File: config.mk
export PLATFORM = sky130hd
export DESIGN_NAME = ookm_top
export DESIGN_NICKNAME = d
export VERILOG_FILES = /design/src/rtl/ookm_pkg.sv /design/src/rtl/ookm_sync.sv /design/src/rtl/ookm_carrier.sv /design/src/rtl/ookm_top.sv
export VERILOG_INCLUDE_DIRS = /design/src /design/src/rtl
export SDC_FILE = /design/constraint.sdc
export NUM_CORES = 1
export LEC_CHECK = 0
export BUFFER_PORTS_ARGS = -buffer_cell sky130_fd_sc_hd__buf_2
export CAP_MARGIN = 40
export CORE_MARGIN = 5
export CORE_UTILIZATION = 53
export CTS_CLUSTER_SIZE = 40
export DETAILED_ROUTE_END_ITERATION = 10
export PLACE_DENSITY = 0.89
export SLEW_MARGIN = 20
export SYNTH_ARGS = -nofsm -noshare
export SYNTH_HDL_FRONTEND = slang
export SYNTH_SLANG_ARGS = --single-unit
export TNS_END_PERCENT = 30
File: constraint.sdc
create_clock -name aclk -period 3.4 [get_ports aclk]
set_clock_uncertainty 0.1 [all_clocks]
set_input_delay 0.34 -clock aclk [delete_from_list [all_inputs] [get_ports aclk]]
set_output_delay 0.34 -clock aclk [all_outputs]
set_load 0.01 [all_outputs]
File: src/rtl/ookm_defs.svh
`ifndef OOKM_DEFS_SVH
`define OOKM_DEFS_SVH

// clocking
`define OOKM_ACLK_NS 20
`define OOKM_REF_KHZ 8704
`define OOKM_CARRIER_DIV 4

// direction hold per rate, in microseconds, and in reference ticks
`define OOKM_DIR_US_SLOW 1667
`define OOKM_DIR_US_MID 417
`define OOKM_DIR_US_FAST 137
`define OOKM_DIR_TICKS(us) (((us) * `OOKM_REF_KHZ) / 1000)

// receiver noise filter, in nanoseconds, and in aclk cycles (rounded up)
`define OOKM_NF_NS_SLOW 4000
`define OOKM_NF_NS_FAST 2000
`define OOKM_NF_CYC(ns) (((ns) + `OOKM_ACLK_NS - 1) / `OOKM_ACLK_NS)

// register bus
`define OOKM_AXI_AW 12
`define OOKM_CTRL_OFS 12'h000
`define OOKM_STATUS_OFS 12'h004
`define OOKM_CTRL_RESET 4'h0
`define OOKM_CTRL_STBY_BIT 0
`define OOKM_CTRL_RATE_EN_BIT 1
`define OOKM_CTRL_RATE_LSB 2
`define OOKM_STAT_MODE_LSB 0
`define OOKM_STAT_DIR_BIT 2
`define OOKM_STAT_RX_BIT 3
`define OOKM_STAT_TX_BIT 4
`define OOKM_STAT_RATE_LSB 5
`define OOKM_STAT_TMO_BIT 7
`define OOKM_RESP_OKAY 2'h0
`define OOKM_RESP_SLVERR 2'h2

`endif

File: src/rtl/ookm_pkg.sv
`include "ookm_defs.svh"
`default_nettype none
package ookm_pkg;

  typedef enum logic [1:0] {
    OOKM_IDLE = 2'h0,
    OOKM_RECEIVE = 2'h1,
    OOKM_TRANSMIT = 2'h2,
    OOKM_STANDBY = 2'h3
  } ookm_mode_type;

  // coded as {rate_select_hi, rate_select_lo}
  typedef enum logic [1:0] {
    OOKM_RATE_SLOW = 2'h0,
    OOKM_RATE_MID = 2'h1,
    OOKM_RATE_FAST = 2'h2,
    OOKM_RATE_STBY = 2'h3
  } ookm_rate_type;

  typedef struct packed {
    logic [`OOKM_AXI_AW-1:0] awaddr;
    logic awvalid;
    logic [31:0] wdata;
    logic [3:0] wstrb;
    logic wvalid;
    logic bready;
    logic [`OOKM_AXI_AW-1:0] araddr;
    logic arvalid;
    logic rready;
  } ookm_axi_req_type;

  typedef struct packed {
    logic awready;
    logic wready;
    logic bvalid;
    logic [1:0] bresp;
    logic arready;
    logic rvalid;
    logic [31:0] rdata;
    logic [1:0] rresp;
  } ookm_axi_rsp_type;

endpackage
`default_nettype wire

File: src/rtl/ookm_sync.sv
`default_nettype none
module ookm_sync #(
  parameter int WIDTH = 1,
  parameter logic [WIDTH-1:0] RESET_VAL = '0
) (
  input wire logic aclk,
  input wire logic aresetn,
  input wire logic [WIDTH-1:0] async_in,
  output logic [WIDTH-1:0] sync_out
);
  typedef struct packed {
    logic [WIDTH-1:0] meta;
    logic [WIDTH-1:0] stable;
  } ookm_sync_state_type;

  ookm_sync_state_type q;
  ookm_sync_state_type d;

  // meta is read only by stable
  always_comb begin
    d.meta = async_in;
    d.stable = q.meta;
  end

  always_ff @(posedge aclk) begin
    if (!aresetn) begin
      q.meta <= RESET_VAL;
      q.stable <= RESET_VAL;
    end else begin
      q <= d;
    end
  end

  assign sync_out = q.stable;
endmodule
`default_nettype wire

File: src/rtl/ookm_carrier.sv
`include "ookm_defs.svh"
`default_nettype none
module ookm_carrier
  import ookm_pkg::*;
#(
  parameter int DIV = `OOKM_CARRIER_DIV
) (
  input wire logic aclk,
  input wire logic aresetn,
  input wire logic ref_tick,
  output logic carrier_out
);
  localparam int PW = $clog2(DIV);
  localparam logic [PW-1:0] HALF_LAST = PW'(DIV / 2 - 1);

  typedef struct packed {
    logic [PW-1:0] phase;
    logic carrier;
  } ookm_car_state_type;

  ookm_car_state_type q;
  ookm_car_state_type d;

  // half period of DIV/2 reference ticks
  always_comb begin
    d = q;
    if (ref_tick) begin
      if (q.phase == HALF_LAST) begin
        d.phase = '0;
        d.carrier = ~q.carrier; // [RULE18]
      end else begin
        d.phase = q.phase + 1'b1;
      end
    end
  end

  always_ff @(posedge aclk) begin
    if (!aresetn) begin
      q <= '0;
    end else begin
      q <= d;
    end
  end

  assign carrier_out = q.carrier;
endmodule
`default_nettype wire

File: src/rtl/ookm_top.sv
// Behaviour
// RULE1: both rate-select inputs high puts the block into standby.
// RULE2: in standby the receive path keeps detecting carrier for receive out.
// RULE3: in standby the coax output stays quiet whatever the transmit input.
// RULE4: out of standby it starts idle: receive out high, coax quiet.
// RULE5: idle goes receive on valid carrier, transmit on transmit input low.
// RULE6: receive only if not transmitting, transmit only if not receiving.
// RULE7: receive or transmit holds until direction time-out after activity.
// RULE8: in receive, receive out follows every valid carrier, own echo too.
// RULE9: in receive or transmit, coax keyed while transmit input low.
// RULE10: the host keeps transmit input high while the block is receiving.
// RULE11: receive ends sixteen bit times after the last carrier-ending edge.
// RULE12: in transmit, receive out stays high whatever the coax input.
// RULE13: transmit ends sixteen bit times after transmit input returns high.
// RULE14: idle with no carrier: direction low, receive out high.
// RULE15: receive, carrier past noise filter: receive out low, direction high.
// RULE16: receive carrier gaps: receive out high, direction high to time-out.
// RULE17: in transmit, direction low and receive out high until time-out.
// RULE18: the carrier is the reference clock divided by four.
// RULE19: direction follows coax activity, hold time picked by rate select.
// RULE20: unconnected rate-select inputs give the longest hold time.
// RULE21: direction rises on the first valid carrier to claim the local bus.
// RULE22: the integrator sets rate select to match the real data rate.
// RULE23: rate select {hi, lo}: 00 slow, 01 middle, 10 fast, 11 standby.
// RULE24: hold is 1667, 417 or 137 microseconds for slow, middle, fast.
// RULE25: noise filter rejects bursts under 4 us slow, 2 us faster.
// RULE26: time-out counts reference ticks, reloads on activity, limit by rate.
`include "ookm_defs.svh"
`default_nettype none
module ookm_top
  import ookm_pkg::*;
#(
  parameter int DIR_TICKS_SLOW = `OOKM_DIR_TICKS(`OOKM_DIR_US_SLOW),
  parameter int DIR_TICKS_MID = `OOKM_DIR_TICKS(`OOKM_DIR_US_MID),
  parameter int DIR_TICKS_FAST = `OOKM_DIR_TICKS(`OOKM_DIR_US_FAST),
  parameter int NF_CYC_SLOW = `OOKM_NF_CYC(`OOKM_NF_NS_SLOW),
  parameter int NF_CYC_FAST = `OOKM_NF_CYC(`OOKM_NF_NS_FAST)
) (
  input wire logic aclk,
  input wire logic aresetn,
  input wire ookm_axi_req_type axi_req,
  output ookm_axi_rsp_type axi_rsp,
  input wire logic rate_select_lo,
  input wire logic rate_select_hi,
  input wire logic coax_receive_in,
  input wire logic baseband_transmit_in,
  input wire logic reference_clock_in_a,
  input wire logic reference_clock_in_b,
  output logic baseband_receive_out,
  output logic bus_direction_out,
  output logic coax_transmit_out
);
  localparam logic [15:0] TMO_SLOW = 16'(DIR_TICKS_SLOW);
  localparam logic [15:0] TMO_MID = 16'(DIR_TICKS_MID);
  localparam logic [15:0] TMO_FAST = 16'(DIR_TICKS_FAST);
  localparam logic [7:0] NF_SLOW = 8'(NF_CYC_SLOW);
  localparam logic [7:0] NF_FAST = 8'(NF_CYC_FAST);
  // idle transmit pin is high; resetting its synchroniser low would fake a send
  localparam logic [5:0] SYNC_RESET = 6'h08;

  typedef struct packed {
    ookm_mode_type mode;
    ookm_rate_type rate;
    logic [15:0] tmo;
    logic [7:0] nf_cnt;
    logic carrier_valid;
    logic ref_prev;
    logic rx_out;
    logic dir;
    logic tx_out;
    logic [3:0] ctrl;
    logic [`OOKM_AXI_AW-1:0] awaddr;
    logic aw_have;
    logic [31:0] wdata;
    logic [3:0] wstrb;
    logic w_have;
    ookm_axi_rsp_type rsp;
  } ookm_state_type;

  ookm_state_type q;
  ookm_state_type d;

  logic [5:0] pins_s;
  logic rate_lo_s;
  logic rate_hi_s;
  logic rx_s;
  logic tx_s;
  logic ref_s;
  logic ref_tick;
  logic carrier;

  ookm_sync #(
    .WIDTH(6),
    .RESET_VAL(SYNC_RESET)
  ) u_sync (
    .aclk(aclk),
    .aresetn(aresetn),
    .async_in({reference_clock_in_b, reference_clock_in_a,
               baseband_transmit_in, coax_receive_in,
               rate_select_hi, rate_select_lo}),
    .sync_out(pins_s)
  );

  assign rate_lo_s = pins_s[0];
  assign rate_hi_s = pins_s[1];
  assign rx_s = pins_s[2];
  assign tx_s = pins_s[3];
  // crystal across both pins or a clock on one with the other grounded
  assign ref_s = pins_s[4] ^ pins_s[5];
  assign ref_tick = ref_s & ~q.ref_prev;

  ookm_carrier #(
    .DIV(`OOKM_CARRIER_DIV)
  ) u_carrier (
    .aclk(aclk),
    .aresetn(aresetn),
    .ref_tick(ref_tick),
    .carrier_out(carrier)
  );

  function automatic logic [15:0] tmo_limit(input ookm_rate_type r);
    logic [15:0] v;
    v = TMO_SLOW;
    if (r == OOKM_RATE_MID) begin
      v = TMO_MID;
    end else if (r == OOKM_RATE_FAST) begin
      v = TMO_FAST;
    end
    return v; // [RULE24]
  endfunction

  function automatic logic [7:0] nf_limit(input ookm_rate_type r);
    return (r == OOKM_RATE_SLOW) ? NF_SLOW : NF_FAST; // [RULE25]
  endfunction

  logic standby;
  logic [31:0] status_word;

  always_comb begin
    d = q;
    standby = 1'b0;
    status_word = '0;
    d.ref_prev = ref_s;

    // rate: pins unless software overrides; open pins read low = slowest
    if (q.ctrl[`OOKM_CTRL_STBY_BIT]) begin
      d.rate = OOKM_RATE_STBY;
    end else if (q.ctrl[`OOKM_CTRL_RATE_EN_BIT]) begin
      d.rate = ookm_rate_type'(q.ctrl[`OOKM_CTRL_RATE_LSB +: 2]);
    end else begin
      d.rate = ookm_rate_type'({rate_hi_s, rate_lo_s}); // [RULE23] [RULE20]
    end
    standby = (q.rate == OOKM_RATE_STBY);

    // noise filter: a carrier burst must last nf_limit cycles to count
    if (!rx_s) begin
      d.nf_cnt = '0;
      d.carrier_valid = 1'b0;
    end else if (!q.carrier_valid) begin
      if (q.nf_cnt >= nf_limit(q.rate) - 8'h01) begin
        d.carrier_valid = 1'b1; // [RULE25]
      end else begin
        d.nf_cnt = q.nf_cnt + 8'h01;
      end
    end

    case (q.mode)
      OOKM_IDLE: begin
        if (standby) begin
          d.mode = OOKM_STANDBY; // [RULE1]
        end else if (q.carrier_valid) begin
          d.mode = OOKM_RECEIVE; // [RULE5] [RULE21]
          d.tmo = tmo_limit(q.rate);
        end else if (!tx_s) begin
          d.mode = OOKM_TRANSMIT; // [RULE5]
          d.tmo = tmo_limit(q.rate);
        end
      end
      OOKM_RECEIVE: begin
        // transmit is never entered from here [RULE6]
        if (standby) begin
          d.mode = OOKM_STANDBY; // [RULE1]
        end else if (q.carrier_valid) begin
          d.tmo = tmo_limit(q.rate); // [RULE26] [RULE11]
        end else if (q.tmo == 16'h0000) begin
          d.mode = OOKM_IDLE; // [RULE7]
        end else if (ref_tick) begin
          d.tmo = q.tmo - 16'h0001; // [RULE26]
        end
      end
      OOKM_TRANSMIT: begin
        // receive is never entered from here [RULE6]
        if (standby) begin
          d.mode = OOKM_STANDBY; // [RULE1]
        end else if (!tx_s) begin
          d.tmo = tmo_limit(q.rate); // [RULE26] [RULE13]
        end else if (q.tmo == 16'h0000) begin
          d.mode = OOKM_IDLE; // [RULE7]
        end else if (ref_tick) begin
          d.tmo = q.tmo - 16'h0001; // [RULE26]
        end
      end
      default: begin
        if (!standby) begin
          d.mode = OOKM_IDLE; // [RULE4]
        end
      end
    endcase

    // pin outputs follow the next mode so they switch with it
    d.rx_out = 1'b1; // [RULE4] [RULE12] [RULE14] [RULE17]
    if (d.mode == OOKM_RECEIVE || d.mode == OOKM_STANDBY) begin
      d.rx_out = ~q.carrier_valid; // [RULE2] [RULE8] [RULE15] [RULE16]
    end
    d.dir = (d.mode == OOKM_RECEIVE); // [RULE15] [RULE16] [RULE19]
    d.tx_out = 1'b0; // [RULE3]
    if (d.mode == OOKM_RECEIVE || d.mode == OOKM_TRANSMIT) begin
      d.tx_out = ~tx_s & carrier; // [RULE9]
    end

    // register bus: address and data taken in either order
    status_word[`OOKM_STAT_MODE_LSB +: 2] = q.mode;
    status_word[`OOKM_STAT_DIR_BIT] = q.dir;
    status_word[`OOKM_STAT_RX_BIT] = q.rx_out;
    status_word[`OOKM_STAT_TX_BIT] = q.tx_out;
    status_word[`OOKM_STAT_RATE_LSB +: 2] = q.rate;
    status_word[`OOKM_STAT_TMO_BIT] = (q.tmo != 16'h0000);

    if (axi_req.awvalid && q.rsp.awready) begin
      d.awaddr = axi_req.awaddr;
      d.aw_have = 1'b1;
    end
    if (axi_req.wvalid && q.rsp.wready) begin
      d.wdata = axi_req.wdata;
      d.wstrb = axi_req.wstrb;
      d.w_have = 1'b1;
    end
    if (q.rsp.bvalid && axi_req.bready) begin
      d.rsp.bvalid = 1'b0;
    end
    if (q.aw_have && q.w_have && !q.rsp.bvalid) begin
      d.aw_have = 1'b0;
      d.w_have = 1'b0;
      d.rsp.bvalid = 1'b1;
      d.rsp.bresp = `OOKM_RESP_OKAY;
      if (q.awaddr == `OOKM_CTRL_OFS) begin
        if (q.wstrb[0]) begin
          d.ctrl = q.wdata[3:0];
        end
      end else if (q.awaddr == `OOKM_STATUS_OFS) begin
        d.rsp.bresp = `OOKM_RESP_OKAY;
      end else begin
        d.rsp.bresp = `OOKM_RESP_SLVERR;
      end
    end
    d.rsp.awready = ~d.aw_have;
    d.rsp.wready = ~d.w_have;

    if (q.rsp.rvalid && axi_req.rready) begin
      d.rsp.rvalid = 1'b0;
    end
    if (axi_req.arvalid && q.rsp.arready) begin
      d.rsp.rvalid = 1'b1;
      d.rsp.rresp = `OOKM_RESP_OKAY;
      if (axi_req.araddr == `OOKM_CTRL_OFS) begin
        d.rsp.rdata = {28'h0000000, q.ctrl};
      end else if (axi_req.araddr == `OOKM_STATUS_OFS) begin
        d.rsp.rdata = status_word;
      end else begin
        d.rsp.rdata = 32'h00000000;
        d.rsp.rresp = `OOKM_RESP_SLVERR;
      end
    end
    d.rsp.arready = ~d.rsp.rvalid;
  end

  always_ff @(posedge aclk) begin
    if (!aresetn) begin
      q <= '0;
      q.mode <= OOKM_IDLE;
      q.rate <= OOKM_RATE_SLOW;
      q.ctrl <= `OOKM_CTRL_RESET;
      q.rx_out <= 1'b1;
      q.rsp.awready <= 1'b1;
      q.rsp.wready <= 1'b1;
      q.rsp.arready <= 1'b1;
    end else begin
      q <= d;
    end
  end

  assign axi_rsp = q.rsp;
  assign baseband_receive_out = q.rx_out;
  assign bus_direction_out = q.dir;
  assign coax_transmit_out = q.tx_out;
endmodule
`default_nettype wire

==> flow_summary.json, run 1 <==
{
  "setup_tns_ns": 0,
  "cp.required_ns": 3.61,
  "ys.flop_type": "dfxtp_1",
  "grt_usage": 0.202,
  "die_h_um": 100,
  "status": "complete, no violations",
  "drt-total-wl_um": 9940,
  "num_vias": 3922,
  "post-route-min-period_ns": 2.75,
  "fin_area_um2": 4740,
  "detail-route-antenna-nets": 0,
  "place_area_um2": 4530,
  "power.leakage_nw": 1.96,
  "synthCells": 524,
  "layout.nets": 654,
  "cts-resized-gates": 0,
  "yosysTopAreaCell": "dfxtp_1",
  "post_route_cells_drive_above_1_share": 0.159,
  "clk_latency_ns": 0.37,
  "tightest_slew_ns": 0.800,
  "worstHoldPathType": "in2reg",
  "cts_sinks": 86,
  "post-dp-hpwl_um": 7320,
  "final_common_cell": "dfxtp_1",
  "p_per_area_nw_per_um2": 454,
  "pre_cts_ws_ns": 0.698,
  "grt_pass1_vias": 3783,
  "post-route-period-util": 0.808,
  "clockBufferDepth": 2,
  "cts_hold_buf": 0,
  "grt_max_degree": 21,
  "syn_avg_cell_area_um2": 8.27,
  "p_total_mw": 2.15,
  "cts_made_buffers": 9,
  "drt_iter0_markers": 249,
  "slew_violations": 0,
  "dr_wl_met3_um": 909,
  "h-tree-depth": 3,
  "rsz0062_at_grt": "false",
  "hold_violations": 0,
  "wl_met1_um": 3920,
  "viasPerCell": 5.79,
  "synth-seq-area-share": 0.397,
  "overflow": 0,
  "syn_area_um2": 4330,
  "drc": 0,
  "synth-edff-count": 0,
  "crit_fanout": 7,
  "grt_pass1_wl_um": 16600,
  "clkSlewWorstSetupHoldPaths_ns": 0.08,
  "drt_first_pass_iters": 5,
  "syn_to_final_growth_pct": 9.27,
  "ys_types": 63,
  "async_reset_ff_frac": 0,
  "dieArea_um2": 10100,
  "ios": 117,
  "die_w_um": 100,
  "start_util": 0.536,
  "gp_congestion": 0.992,
  "crit_type": "reg2reg",
  "final_cell_mix": "dfxtp_1 (86), nand2_1 (64), buf_2 (59)",
  "route.met2.wl_um": 4800,
  "wl_per_cell_um": 14.7,
  "setup_viol": 0,
  "post-synth-top-area-fraction": 0.397,
  "end_kind": "flip-flop",
  "synth_seq_cells": 86,
  "setup_slack_ns": 0.652,
  "cts-root-buf": "clkbuf_8",
  "cts_tree": "built",
  "whs_ns": 0.0483,
  "portBuffers": 59,
  "core_um2": 8090,
  "ir_worst_vdd_mv": 0.259,
  "post_cts_buffers": 0,
  "timing.fmax_mhz": 364,
  "synth_area_leaders": "dfxtp_1 (40%), buf_4 (7.1%), a21oi_1 (5.5%)",
  "routed.top_layer": "met4",
  "cp.arrival_ns": 2.96,
  "max-slew-margin-rel": 0.465,
  "antenna_cells": 0,
  "grt_antenna_before_repair": 0,
  "num_rows": 33,
  "cap_viol_max_count": 0,
  "startpoint_type": "flip-flop",
  "yosysWarningCount": 0
}
final timing paths:
| path | cells after the start | slack (ns) | from | endpoint |
|---|---|---|---|---|
| min | 2 | 0.05 | baseband_transmit_in | u_sync.d[3] |
| max reg2reg | 9 | 0.65 | q[124] | q[104] |
| max | 9 | 0.65 | q[124] | q[104] |
| min reg2reg | 1 | 0.32 | u_sync.d[3] | u_sync.sync_out[3] |
critical path, stage by stage, from the launching register on:
cell	delay, ns
dfxtp_1	0.40
inv_1	0.09
ha_1	0.24
inv_1	0.10
ha_1	0.23
a2111o_1	0.40
a21oi_1	0.27
o21ai_1	0.23
or4_1	0.53
nand2_1	0.09
sequential cells by signal, summed over array words and instances (netlist names):
signal                 flops
q                         53
axi_rsp                   15
u_sync.d                   6
u_sync.sync_out            6
u_carrier.q                2
baseband_receive_out       1
bus_direction_out          1
coax_transmit_out          1
u_carrier.carrier_out      1
cell usage after synthesis, drive strengths merged, types with 4 or more instances:
cell type	count
and2	16
nor4	9
ha	14
buf	45
dfxtp	86
a21oi	48
nand2b	7
nand2	64
nand4	11
nand3	21
inv	25
a22oi	4
and4	4
nor2	41
nor3	7
or3	5
o21ai	17
or4	7
nor2b	4
mux2i	13
clkbuf	14
area by class of cell:
cell class	count	area, µm²
sequential	86	1720
tap	105	131
multi-input combinational	379	2240
clock inverter	6	66.3
clock buffer	10	138
timing repair buffer	66	348
fill	678	3360
inverter	25	93.8
metal layers:
layer,GRT usage,up-vias
li1,-,1879
met1,0.237,1817
met2,0.347,193
met3,0.0417,33
met4,0.104,0
met5,0,-
where the power goes:
part,leakage (nW),total (mW),switching (mW),internal [mW]
Combinational,1.15,0.319,0.198,0.121
Sequential,0.702,1.09,0.0388,1.05
Clock,0.107,0.741,0.376,0.365
stage by stage:
step	std cells	utilization
2_1_floorplan	549	-
3_3_place_gp	661	0.560
3_5_place_dp	661	0.560
4_1_cts	677	0.585
5_1_grt	677	0.585
6_report	677	0.585
cells by family (layout without fill, tap and decap cells):
family	after synthesis	count (layout)	share of synthesized area
and+or+nand+nor	209	209	0.246
AOI/OAI and AO/OA	109	109	0.160
DFF	86	86	0.397
buffers and inverters	84	107	0.108
muxes	15	15	0.0352
adders and majority gates	14	14	0.0404
xor gates and xnor gates	6	6	0.0121
other	1	26	0.000865
No activity file was read; power rests on OpenSTA's default activity.
==> run 2: changes to the inputs <==
- ABC_AREA: unset -> 1
- clock period: 3.4 -> 2.7 ns (I/O delays scaled with it)
==> flow_summary.json, run 2 <==
{
  "max-slew-margin-rel": 0.521,
  "rsz0062_at_grt": "false",
  "antenna_cells": 0,
  "die_w_um": 103,
  "overflow": 0,
  "cts_sinks": 86,
  "crit_fanout": 5,
  "h-tree-depth": 3,
  "clockBufferDepth": 2,
  "synth_seq_cells": 86,
  "drt_first_pass_iters": 5,
  "yosysTopAreaCell": "dfxtp_1",
  "yosys-top-cells-count": "nand2_1 (142), inv_1 (88), nor2_1 (87), dfxtp_1 (86), o21ai_0 (44)",
  "worst-r2r-setup-slack_ns": 0.24,
  "yosysWarningCount": 0,
  "ir_worst_vdd_mv": 0.413,
  "cp.arrival_ns": 2.64,
  "p_per_area_nw_per_um2": 561,
  "largest_register_ffs": 53,
  "detail-route-antenna-nets": 0,
  "power.leakage_nw": 2.47,
  "portBuffers": 59,
  "crit_type": "reg2reg",
  "grt_usage": 0.203,
  "cts_tree": "built",
  "yosysMostFrequentCell": "nand2_1",
  "grt_pass1_vias": 4017,
  "synth_xor_area_frac": 0.0112,
  "synth_fa_ha_area_frac": 0.0381,
  "post-route-min-period_ns": 2.46,
  "core_um2": 8590,
  "seq_power_share": 0.486,
  "final_common_cell": "nand2_1",
  "start_util": 0.535,
  "drt_iter0_markers": 280,
  "post-route-period-util": 0.911,
  "num_rows": 34,
  "gp_congestion": 0.902,
  "setup_tns_ns": 0,
  "drc": 0,
  "finish.utilization": 0.587,
  "syn_area_um2": 4600,
  "synth_area_leaders": "dfxtp_1 (37%), nand2_1 (12%), inv_1 (7.2%)",
  "swShare": 0.312,
  "setup_viol": 0,
  "drt-total-wl_um": 10300,
  "slew_violations": 0,
  "worstReg2RegStart": "q[108]",
  "pwr-share-clk": 0.339,
  "synthSimpleGateAreaFrac": 0.282,
  "internal_power_mw": 1.95,
  "ys_types": 44,
  "worstHoldPathType": "in2reg",
  "die_h_um": 103,
  "switchingPower_mw": 0.884,
  "status": "complete, no violations",
  "syn_to_final_growth_pct": 9.68,
  "cp.required_ns": 2.88,
  "post_route_cells_drive_above_1_share": 0.154,
  "crit_start": "q[108]",
  "async_reset_ff_frac": 0,
  "startpoint_type": "flip-flop",
  "top_register": "q",
  "cap_viol_max_count": 0,
  "cts_made_buffers": 9,
  "synth_top_family_by_area": "simple AND/OR/NAND/NOR gates",
  "synth_mux_area_frac": 0,
  "dieArea_um2": 10600,
  "synth-edff-count": 0,
  "hold_violations": 0,
  "viasPerCell": 5.13,
  "layout.nets": 796,
  "combPwrFrac": 0.175,
  "post-synth-top-area-fraction": 0.374,
  "cts-resized-gates": 0,
  "ys.flop_type": "dfxtp_1",
  "synth_compound_area_frac": 0.134,
  "cts-root-buf": "clkbuf_8",
  "synthCells": 659,
  "rr_worst_depth": 13,
  "r2r_end": "coax_transmit_out",
  "crit_path_end": "coax_transmit_out",
  "grt_antenna_before_repair": 0,
  "end_kind": "flip-flop",
  "hold_start": "reference_clock_in_b",
  "post_cts_buffers": 0,
  "grt_max_degree": 51,
  "post-dp-hpwl_um": 7400,
  "grt_pass1_wl_um": 17400,
  "synth-seq-area-share": 0.374,
  "clkSlewWorstSetupHoldPaths_ns": 0.10,
  "syn_avg_cell_area_um2": 6.98,
  "timing.fmax_mhz": 406,
  "tightest_slew_ns": 0.714,
  "num_vias": 4218,
  "clk_latency_ns": 0.37,
  "wl_per_cell_um": 12.6,
  "final_cell_mix": "nand2_1 (142), inv_1 (88), nor2_1 (87)",
  "ios": 117
}
==> run 2: cell families (layout without fill, tap and decap cells) <==
family	Yosys count	after routing
AO/OA/AOI/OAI	111	111
XOR/XNOR	5	5
adder cells (fa/ha/maj)	14	14
buffers and inverters	148	178
flip-flops	86	86
other	1	26
AND/OR/NAND/NOR	294	294
==> run 2: cell type report <==
cell class / count / area, µm²
clock buffers: 10 / 128
clock inverters: 6 / 80.1
fillers: 758 / 3550
inverters: 90 / 338
multi-input cells: 450 / 2240
flip-flops and latches: 86 / 1720
well taps: 108 / 135
repair buffers: 72 / 405
==> run 2: worst min path at each step <==
stage,to,slack [ns],cells past startpoint
final,u_sync.d[5],0.02,3
after detailed placement,u_sync.sync_out[5],0.30,2
after floorplan,u_sync.d[0],0.27,2
after global routing,u_sync.d[5],0.02,3
after CTS,u_sync.d[5],0.02,3
after global placement,u_sync.sync_out[2],0.29,2
==> run 2: metrics by stage <==
step	setup slack (ns)	hold slack, ns	total power, mW	cells	instance area (µm²)
final	0.239	0.0216	2.83	822	5050
after global routing	0.0220	0.0245	2.97	822	5050
after CTS	0.242	0.0155	2.83	822	5050
after detailed placement	0.319	0.300	1.88	801	4790
after global placement	0.404	0.292	1.86	801	4790
after floorplan	0.514	0.268	1.80	684	4690
==> run 2: routing by layer <==
| layer | vias to the layer above | wire length, µm | track usage |
|---|---|---|---|
| met5 | - | 0 | 0 |
| met4 | 0 | 198 | 0.0857 |
| met3 | 28 | 732 | 0.0409 |
| met2 | 175 | 5240 | 0.360 |
| met1 | 1895 | 4170 | 0.239 |
| li1 | 2120 | - | - |
==> run 2: power groups by stage <==
stage / Sequential, mW / Clock (mW) / Combinational [mW]
finish: 1.38 / 0.960 / 0.496
CTS: 1.37 / 0.963 / 0.491
floorplan: 1.39 / 0 / 0.405
global route: 1.38 / 1.02 / 0.565
detailed placement: 1.40 / 0 / 0.481
global placement: 1.40 / 0 / 0.462
==> run 2: what timing repair did <==
action / in CTS / in global routing
hold endpoints to repair: 5 / 0
hold buffers: 5 / 0
endpoints found under the setup margin: 0 / 0
==> run 2: worst max-delay path, cell delays in order, from the launching register on <==
cell and delay (ns):
dfxtp_1 0.36, inv_1 0.16, ha_1 0.23, nand2_2 0.12, nor2_4 0.13, nand3_2 0.13
o21ai_2 0.13, nand2_1 0.07, nand2_1 0.07, nand4_1 0.12, nand2_1 0.13, inv_1 0.05
ha_1 0.30, nor4_1 0.26
